## src/port_tuning_pkg.sv

```systemverilog
// holds offsets, field positions, reset values and encodings of the port tuning registers
// assumes a configuration access port with dword offsets on the switch core clock
package port_tuning_pkg;

   // ******************************************************************
   // offsets
   // ******************************************************************
   localparam logic [7:0]  OFS_TEST_CTRL_0   = 8'h68;
   localparam logic [7:0]  OFS_TEST_CTRL_1   = 8'h6C;
   localparam logic [7:0]  OFS_TIMER_WORD    = 8'h70;
   localparam logic [7:0]  OFS_SWITCH_MODE   = 8'h74;

   // ******************************************************************
   // reset values
   // ******************************************************************
   localparam logic [31:0] RST_TEST_CTRL_0   = 32'h0400_1060;
   localparam logic [31:0] RST_TEST_CTRL_1   = 32'h0400_0800;
   localparam logic [11:0] RST_USER_REPLAY   = 12'h000;
   localparam logic [13:0] RST_USER_ACK      = 14'h0000;
   localparam logic        RST_VGA_DECODE    = 1'b1;
   localparam logic [1:0]  RST_CT_THRESHOLD  = 2'h1;

   // ******************************************************************
   // field positions
   // ******************************************************************
   localparam int          TC0_ROLE_CHG_EN   = 1;
   localparam int          TC0_NO_HOT_RESET  = 2;
   localparam int          TC0_ROLE_DOWN     = 3;
   localparam int          TC0_EE_LO         = 13;
   localparam int          TC0_EE_HI         = 14;
   localparam int          TW_REPLAY_LO      = 0;
   localparam int          TW_REPLAY_EN      = 12;
   localparam int          TW_PM_CAP_DIS     = 13;
   localparam int          TW_MSI_CAP_DIS    = 14;
   localparam int          TW_ACK_LO         = 16;
   localparam int          TW_ACK_EN         = 30;
   localparam int          TW_VGA_DECODE     = 31;
   localparam int          SM_STORE_FWD      = 0;
   localparam int          SM_THRESH_LO      = 1;

   // ******************************************************************
   // cut-through threshold encodings
   // ******************************************************************
   typedef enum logic [1:0] {
      CT_MIDPOINT = 2'h0,
      CT_AHEAD_1  = 2'h1,
      CT_AHEAD_2  = 2'h2,
      CT_AHEAD_3  = 2'h3
   } ct_threshold_t;

   // ******************************************************************
   // internal replay/ack defaults, a plain table stand-in per width
   // ******************************************************************
   localparam logic [11:0] DEF_REPLAY_X1     = 12'h2C2;
   localparam logic [13:0] DEF_ACK_X1        = 14'h00ED;

endpackage : port_tuning_pkg

```

## src/timer_select.sv

```systemverilog
// holds the chooser between a user timer value and the internally derived one
// assumes link width and speed come from the same clock domain
`timescale 1ns/1ps
module timer_select #(
   parameter int W = 12
) (
   // control
   input  wire logic         use_user_i,
   input  wire logic [W-1:0] user_val_i,
   input  wire logic [W-1:0] base_val_i,
   input  wire logic [2:0]   width_code_i,
   input  wire logic         gen2_i,
   // result
   output logic [W-1:0]      val_o
);
   // internal figure doubles with each step of the width code and halves at the higher rate
   logic [W-1:0] scaled;
   logic [W-1:0] internal_val;
   assign scaled       = base_val_i << width_code_i;
   assign internal_val = gen2_i ? (scaled >> 1) : scaled;
   assign val_o        = use_user_i ? user_val_i : internal_val;
endmodule : timer_select

```

## src/switch_port_tuning_regs.sv

```systemverilog
// holds the vendor tuning registers of one switch port and their effect on the port's logic
// assumes a single-cycle config access port and a loader port used by smbus/i2c/eeprom logic
//
// Functional notes
// - bit 1 of test control 0 permits (1) or forbids (0) changing the link training role.
// - on the upstream port bit 2 of test control 0 set stops hot reset propagation on upstream link loss.
// - bit 3 of test control 0 picks downstream (1) or upstream (0) link training role.
// - test control 0 resets to 0400_1060h, with bits 14:13 optionally taken from eeprom autoload.
// - timer word bits 11:0 hold a writable user replay timeout resetting to zero.
// - timer word bit 12 makes the link layer use the user replay timeout.
// - timer word bits 29:16 hold a writable user ack latency resetting to zero.
// - timer word bit 30 makes the device use the user ack latency.
// - timer word bit 31 is read-only, resets to one, and enables vga range decode.
// - switch mode bit 0 selects store-and-forward (1) or cut-through (0) on the upstream port.
// - switch mode bits 2:1 set the slow-to-fast cut-through start point, reset 01b.
// - defaults of the timer word and switch mode fields may be replaced by an smbus/i2c master or eeprom autoload.
`timescale 1ns/1ps
module switch_port_tuning_regs #(
   parameter bit IS_UPSTREAM = 1'b1
) (
   // clock and reset
   input  wire logic        CLK_I,
   input  wire logic        RST_N_I,
   // configuration access
   input  wire logic        CFG_WR_I,
   input  wire logic        CFG_RD_I,
   input  wire logic [7:0]  CFG_ADDR_I,
   input  wire logic [3:0]  CFG_BE_I,
   input  wire logic [31:0] CFG_WDATA_I,
   output logic [31:0]      CFG_RDATA_O,
   output logic             CFG_HIT_O,
   // default loader (smbus, i2c, eeprom)
   input  wire logic        LOAD_WR_I,
   input  wire logic [7:0]  LOAD_ADDR_I,
   input  wire logic [31:0] LOAD_DATA_I,
   // port state
   input  wire logic        UP_LINK_DOWN_I,
   input  wire logic        ROLE_DOWN_REQ_I,
   input  wire logic [2:0]  LINK_WIDTH_I,
   input  wire logic        LINK_GEN2_I,
   input  wire logic        SLOW_TO_FAST_I,
   // controls to the port
   output logic             DOWNSTREAM_ROLE_SELECT_O,
   output logic             HOT_RESET_FWD_O,
   output logic [11:0]      REPLAY_TIMEOUT_O,
   output logic [13:0]      ACK_LATENCY_O,
   output logic             VGA_DECODE_O,
   output logic             STORE_FORWARD_O,
   output logic [1:0]       CT_THRESHOLD_O,
   output logic             PM_CAP_DISABLE_O,
   output logic             MSI_CAP_DISABLE_O
);

   // ******************************************************************
   // registers
   // ******************************************************************
   logic [31:0] tc0_reg,   tc0_next;
   logic [31:0] tc1_reg,   tc1_next;
   logic [11:0] replay_reg, replay_next;
   logic        replay_en_reg, replay_en_next;
   logic        pm_dis_reg, pm_dis_next;
   logic        msi_dis_reg, msi_dis_next;
   logic [13:0] ack_reg,   ack_next;
   logic        ack_en_reg, ack_en_next;
   logic        vga_reg,   vga_next;
   logic        sf_reg,    sf_next;
   logic [1:0]  thr_reg,   thr_next;
   logic        role_reg,  role_next;
   logic [31:0] rdata_q;
   logic        hit_q;

   // ******************************************************************
   // decode
   // ******************************************************************
   wire         hit_tc0 = CFG_ADDR_I == port_tuning_pkg::OFS_TEST_CTRL_0;
   wire         hit_tc1 = CFG_ADDR_I == port_tuning_pkg::OFS_TEST_CTRL_1;
   wire         hit_tw  = CFG_ADDR_I == port_tuning_pkg::OFS_TIMER_WORD;
   wire         hit_sm  = (CFG_ADDR_I == port_tuning_pkg::OFS_SWITCH_MODE) && IS_UPSTREAM;
   wire         hit_any = hit_tc0 | hit_tc1 | hit_tw | hit_sm;
   // the loader writes whole words and needs no byte enables
   wire         ld_tc0  = LOAD_WR_I && LOAD_ADDR_I == port_tuning_pkg::OFS_TEST_CTRL_0;
   wire         ld_tw   = LOAD_WR_I && LOAD_ADDR_I == port_tuning_pkg::OFS_TIMER_WORD;
   wire         ld_sm   = LOAD_WR_I && LOAD_ADDR_I == port_tuning_pkg::OFS_SWITCH_MODE;
   // byte enables merge the new lanes over the present register image
   wire [31:0]  be_mask = {{8{CFG_BE_I[3]}}, {8{CFG_BE_I[2]}}, {8{CFG_BE_I[1]}}, {8{CFG_BE_I[0]}}};
   wire [31:0]  wd_tc0  = (tc0_reg & ~be_mask) | (CFG_WDATA_I & be_mask);
   wire [31:0]  wd_tc1  = (tc1_reg & ~be_mask) | (CFG_WDATA_I & be_mask);
   wire [31:0]  tw_word = {vga_reg, ack_en_reg, ack_reg, 1'b0, msi_dis_reg, pm_dis_reg,
                           replay_en_reg, replay_reg};
   wire [31:0]  wd_tw   = (tw_word & ~be_mask) | (CFG_WDATA_I & be_mask);
   wire [31:0]  sm_word = {29'h0, thr_reg, sf_reg};
   wire [31:0]  wd_sm   = (sm_word & ~be_mask) | (CFG_WDATA_I & be_mask);
   wire         wr_tc0  = CFG_WR_I && hit_tc0;
   wire         wr_tw   = CFG_WR_I && hit_tw;
   wire         wr_sm   = CFG_WR_I && hit_sm;
   // host writes win over a loader write landing in the same cycle, except the read-only timer word bits, which take the loader data
   wire [31:0]  tw_src  = wr_tw ? wd_tw : LOAD_DATA_I;
   wire         tw_upd  = wr_tw | ld_tw;
   wire [31:0]  sm_src  = wr_sm ? wd_sm : LOAD_DATA_I;
   wire         sm_upd  = wr_sm | ld_sm;

   // ******************************************************************
   // next state
   // ******************************************************************
   always_comb begin
      tc0_next = tc0_reg;
      if (wr_tc0) begin
         tc0_next = wd_tc0;
      end else if (ld_tc0) begin
         // autoload may only replace the two loadable bits
         tc0_next[port_tuning_pkg::TC0_EE_HI:port_tuning_pkg::TC0_EE_LO] =
            LOAD_DATA_I[port_tuning_pkg::TC0_EE_HI:port_tuning_pkg::TC0_EE_LO];
      end
   end

   // test control 1 is plain storage with no effect on the port, and the loader cannot reach it
   assign tc1_next       = (CFG_WR_I && hit_tc1) ? wd_tc1 : tc1_reg;
   assign replay_next    = tw_upd ? tw_src[port_tuning_pkg::TW_REPLAY_LO +: 12] : replay_reg;
   assign replay_en_next = tw_upd ? tw_src[port_tuning_pkg::TW_REPLAY_EN] : replay_en_reg;
   assign ack_next       = tw_upd ? tw_src[port_tuning_pkg::TW_ACK_LO +: 14] : ack_reg;
   assign ack_en_next    = tw_upd ? tw_src[port_tuning_pkg::TW_ACK_EN] : ack_en_reg;
   // read-only bits change only through the loader
   assign pm_dis_next    = ld_tw ? LOAD_DATA_I[port_tuning_pkg::TW_PM_CAP_DIS] : pm_dis_reg;
   assign msi_dis_next   = ld_tw ? LOAD_DATA_I[port_tuning_pkg::TW_MSI_CAP_DIS] : msi_dis_reg;
   assign vga_next       = ld_tw ? LOAD_DATA_I[port_tuning_pkg::TW_VGA_DECODE] : vga_reg;
   assign sf_next        = sm_upd ? sm_src[port_tuning_pkg::SM_STORE_FWD] : sf_reg;
   assign thr_next       = sm_upd ? sm_src[port_tuning_pkg::SM_THRESH_LO +: 2] : thr_reg;
   // role follows the select bit ORed with the down request only while changes are permitted
   assign role_next      = tc0_reg[port_tuning_pkg::TC0_ROLE_CHG_EN]
                           ? (tc0_reg[port_tuning_pkg::TC0_ROLE_DOWN] | ROLE_DOWN_REQ_I) : role_reg;

   // ******************************************************************
   // state
   // ******************************************************************
   // enables and capability flags come up clear; only the vga decode flag comes up set
   always_ff @(posedge CLK_I) begin
      if (!RST_N_I) begin
         tc0_reg       <= port_tuning_pkg::RST_TEST_CTRL_0;
         tc1_reg       <= port_tuning_pkg::RST_TEST_CTRL_1;
         replay_reg    <= port_tuning_pkg::RST_USER_REPLAY;
         replay_en_reg <= 1'b0;
         pm_dis_reg    <= 1'b0;
         msi_dis_reg   <= 1'b0;
         ack_reg       <= port_tuning_pkg::RST_USER_ACK;
         ack_en_reg    <= 1'b0;
         vga_reg       <= port_tuning_pkg::RST_VGA_DECODE;
         sf_reg        <= 1'b0;
         thr_reg       <= port_tuning_pkg::RST_CT_THRESHOLD;
         role_reg      <= 1'b0;
      end else begin
         tc0_reg       <= tc0_next;
         tc1_reg       <= tc1_next;
         replay_reg    <= replay_next;
         replay_en_reg <= replay_en_next;
         pm_dis_reg    <= pm_dis_next;
         msi_dis_reg   <= msi_dis_next;
         ack_reg       <= ack_next;
         ack_en_reg    <= ack_en_next;
         vga_reg       <= vga_next;
         sf_reg        <= sf_next;
         thr_reg       <= thr_next;
         role_reg      <= role_next;
      end
   end

   // ******************************************************************
   // read port
   // ******************************************************************
   // reserved bits and unmapped offsets read as zero
   wire [31:0] rd_mux = hit_tc0 ? tc0_reg :
                        hit_tc1 ? tc1_reg :
                        hit_tw  ? tw_word :
                        hit_sm  ? sm_word : 32'h0000_0000;

   // hit answers writes as well, so software can spot a dead offset without a read-back
   always_ff @(posedge CLK_I) begin
      if (!RST_N_I) begin
         rdata_q <= 32'h0000_0000;
         hit_q   <= 1'b0;
      end else begin
         rdata_q <= CFG_RD_I ? rd_mux : 32'h0000_0000;
         hit_q   <= (CFG_RD_I | CFG_WR_I) & hit_any;
      end
   end

   assign CFG_RDATA_O = rdata_q;
   assign CFG_HIT_O   = hit_q;

   // ******************************************************************
   // controls to the port
   // ******************************************************************
   assign DOWNSTREAM_ROLE_SELECT_O = role_reg;
   // downstream ports never drive hot reset from upstream loss
   assign HOT_RESET_FWD_O = IS_UPSTREAM && UP_LINK_DOWN_I && !tc0_reg[port_tuning_pkg::TC0_NO_HOT_RESET];
   assign VGA_DECODE_O     = vga_reg;
   assign STORE_FORWARD_O  = IS_UPSTREAM && sf_reg;
   // threshold only matters in cut-through from a slower ingress
   assign CT_THRESHOLD_O   = (SLOW_TO_FAST_I && !sf_reg) ? thr_reg : port_tuning_pkg::CT_MIDPOINT;
   assign PM_CAP_DISABLE_O  = pm_dis_reg;
   assign MSI_CAP_DISABLE_O = msi_dis_reg;

   // one chooser per timer; width and rate scale only the internal figure, never the user one
   timer_select #(.W(12)) u_replay_sel (
      .use_user_i   (replay_en_reg),
      .user_val_i   (replay_reg),
      .base_val_i   (port_tuning_pkg::DEF_REPLAY_X1),
      .width_code_i (LINK_WIDTH_I),
      .gen2_i       (LINK_GEN2_I),
      .val_o        (REPLAY_TIMEOUT_O)
   );

   timer_select #(.W(14)) u_ack_sel (
      .use_user_i   (ack_en_reg),
      .user_val_i   (ack_reg),
      .base_val_i   (port_tuning_pkg::DEF_ACK_X1),
      .width_code_i (LINK_WIDTH_I),
      .gen2_i       (LINK_GEN2_I),
      .val_o        (ACK_LATENCY_O)
   );

endmodule : switch_port_tuning_regs

```

## config.mk

```make
export PLATFORM = sky130hd
export DESIGN_NAME = switch_port_tuning_regs
export DESIGN_NICKNAME = d
export VERILOG_FILES = /design/src/port_tuning_pkg.sv /design/src/timer_select.sv /design/src/switch_port_tuning_regs.sv
export SDC_FILE = /design/constraint.sdc
export NUM_CORES = 1
export LEC_CHECK = 0
export BUFFER_PORTS_ARGS = -buffer_cell sky130_fd_sc_hd__buf_2
export CAP_MARGIN = 40
export CORE_UTILIZATION = 49
export DETAILED_ROUTE_END_ITERATION = 8
export GPL_TIMING_DRIVEN = 0
export PLACE_DENSITY = 0.83
export SLEW_MARGIN = 20
export SYNTH_ARGS = -nofsm -noshare
export SYNTH_HDL_FRONTEND = slang
export SYNTH_HIERARCHICAL = 1
export SYNTH_SLANG_ARGS = --single-unit
```

## constraint.sdc

```tcl
create_clock -name CLK_I -period 2.2 [get_ports CLK_I]
set_input_delay 0.33 -clock CLK_I [delete_from_list [all_inputs] [get_ports CLK_I]]
set_output_delay 0.33 -clock CLK_I [all_outputs]
set_load 0.005 [all_outputs]
```

==> results.py <==
metrics = {
    "run_status": {
        "outcome": "complete, but fails checks",
        "violations": "negative setup slack",
    },
    "sta": {
        "setup_viol": 1,
        "fin_skew_ns": 0.006709,
        "relSlewSlack_pct": 40.95,
        "slew_viol_final": 0,
        "tightestPinTransition_ns": 0.8818,
        "fin_crit_ns": 2.209,
        "fin_crit_sh_pct": 100.4,
        "hold_violations": 0,
        "setup_slack_ns": -0.009223,
        "fin_worst_hold_slack_ns": 0.1241,
        "rsz0062_at_grt": "yes",
        "max_freq_ghz": 0.4526,
        "tns_ns": -0.009223,
    },
    "yosys": {
        "async_flop_share_pct": 0,
        "yosysSeqAreaShare_pct": 37.73,
        "ys_seq_elements": 132,
        "synth_cells": 761,
        "yosysUniqueCellTypes": 59,
        "synth_top_area_share_pct": 37.73,
        "synth-main-ff-cell": "dfxtp_1",
        "netlist_area_um2": 7004,
        "synth_area_leaders": "dfxtp_1, mux2i_1, nor2_1",
        "synth_warnings": 6,
        "synth-edff-count": 0,
        "yosysTopAreaCell": "dfxtp_1",
        "yosys-top-cells-count": "mux2i_1, nor2_1, dfxtp_1",
        "avgSynthCellArea_um2": 9.204,
    },
    "worst_setup_path": {
        "cp.arrival_ns": 1.88,
        "end_kind": "primary output",
        "startpoint_type": "primary input",
        "path_class": "in2out",
        "path_cells": "buf_12 -> buf_12 -> mux4_2 -> mux2_4 -> a222oi_1 -> inv_1 -> buf_2",
        "critPathSlowestCell": "mux4_2",
        "critPathMaxStageDelay_ns": 0.51,
        "cp.required_ns": 1.87,
        "cp_common_cell": "buf_12",
        "critPathMaxFanout": 7,
    },
    "route": {
        "drt_wl_total_um": 20860,
        "dr.pass1.iters": 6,
        "ant_nets": 0,
        "vias_per_cell": 5.556,
        "num_vias": 6828,
        "drc": 0,
        "wl_per_cell_um": 16.97,
        "drt_iter0_markers": 615,
    },
    "floorplanning": {
        "die_h_um": 121.6,
        "start_util_pct": 50.26,
        "die_w_um": 121.6,
        "fp.dieArea_um2": 14780,
        "pin_count": 163,
        "row_count": 43,
        "core_area_um2": 13930,
    },
    "hold_path": {
        "hold_class": "in2reg",
    },
    "global_route": {
        "grt_use_met1_pct": 35.07,
        "first_global_vias": 6478,
        "grt.overflow.total": 0,
        "grt_pass1_wl_um": 32240,
        "use_met2_pct": 45.74,
        "grt_max_degree": 17,
        "grt.total_usage_pct": 28.31,
        "grt_busiest_layer": "met2",
        "antenna_found_initial": 2,
        "use_met3_pct": 7.491,
    },
    "finish": {
        "drive_above_1_share_pct": 26.27,
        "fin_nets": 1130,
        "area_growth_syn_to_layout_pct": 29.94,
        "final_util_pct": 65.31,
    },
    "clocking": {
        "cts_htree_levels": 4,
        "root_buffer": "clkbuf_16",
        "hold_buffers": 0,
        "clk_pin_slew_worst_paths_ns": 0.06,
        "cts_tree": "built",
        "cts_buffer_depth": 2,
        "clock-sinks": 132,
        "clk-insertion-delay-late_ns": 0.42,
        "cts_buffers": 17,
    },
    "power_and_ir_drop": {
        "irDropWorstVdd_v": 0.0006003,
        "leakage_nw": 4.367,
        "p_per_area_nw_per_um2": 652.1,
    },
    "placement": {
        "gp_congestion": 0.8958,
        "io_buffers": 160,
        "dpl.hpwl_um": 15340,
        "place_ws_ns": -0.4655,
    },
    "job": {
        "drv_cap": 0,
    },
}
==> logic make-up (layout without fill, tap and decap cells) <==
kind of cell | after synthesis | count (layout) | synth area share, %
AO/OA/AOI/OAI | 162 | 162 | 17.40
other | 2 | 88 | 0.1072
multiplexers | 155 | 155 | 24.22
flip-flops | 132 | 132 | 37.73
AND/OR/NAND/NOR | 236 | 236 | 16.15
buffers and inverters | 74 | 276 | 4.394
==> final cells by class <==
type	count	area, µm²
Antenna cell	2	5.005
Buffer	50	250.2
Clock buffer	21	470.5
Clock inverter	11	126.4
Fill cell	1138	4833
Inverter	24	90.09
Multi-Input combinational cell	639	4397
Sequential cell	132	2644
Tap cell	180	225.2
Timing Repair Buffer	170	893.4
==> what timing repair did <==
action | 4_1_cts | 5_1_grt
gates resized for setup | 9 | 18
buffers inserted | 3 | 7
pin swaps | 1 | 6
setup endpoints to repair | 33 | 21
cloned | 0 | 0
==> final timing paths <==
kind / startpoint / to / slack [ns] / cells past startpoint
worst max register to register: register / CFG_RDATA_O[0] / 1.21 / 3
worst min register to register: register / DOWNSTREAM_ROLE_SELECT_O / 0.47 / 1
worst min-delay path: LOAD_DATA_I[31] / VGA_DECODE_O / 0.12 / 3
worst max-delay path: LINK_WIDTH_I[1] / ACK_LATENCY_O[6] / -0.009 / 7
==> layout by cell type (no fill, tap or decap), types with 11 or more instances in the layout <==
cell / netlist / layout
o31a_1: 23 / 23
o21ai_0: 16 / 16
nor2_1: 135 / 135
o22ai_1: 17 / 17
inv_1: 21 / 20
nand2_1: 26 / 26
clkbuf_16: 0 / 17
a21oi_1: 40 / 40
conb_1: 2 / 86
clkbuf_1: 38 / 33
o221a_2: 26 / 26
nor2b_1: 12 / 12
dfxtp_1: 132 / 131
buf_2: 3 / 159
mux2i_1: 135 / 133
a211oi_1: 11 / 11
==> per-layer routing <==
layer | vias up | share of wire, %
li1 | 3262 | -
met5 | - | 0
met1 | 3178 | 41
met2 | 334 | 48
met4 | 0 | 3.3
met3 | 54 | 8.3
==> critical path: cells and delay by family <==
kind	cells	cell delay, ns
AOI/OAI and AO/OA	1	0.36
muxes	2	0.80
buffers and inverters	4	0.39
==> through the flow <==
step | cell area [µm²] | cells | power [mW]
3_5_place_dp | 8351 | 1185 | 3.120
3_3_place_gp | 8346 | 1185 | 3.112
5_1_grt | 9101 | 1229 | 6.120
2_1_floorplan | 7320 | 845 | 2.848
4_1_cts | 8996 | 1220 | 5.907
6_report | 9101 | 1229 | 5.935
==> power breakdown <==
part | switching, mW | internal (mW)
Clock | 1.06 | 1.76
Sequential | 0.00272 | 2.39
Combinational | 0.404 | 0.318
(Power assumes the default switching activity.)
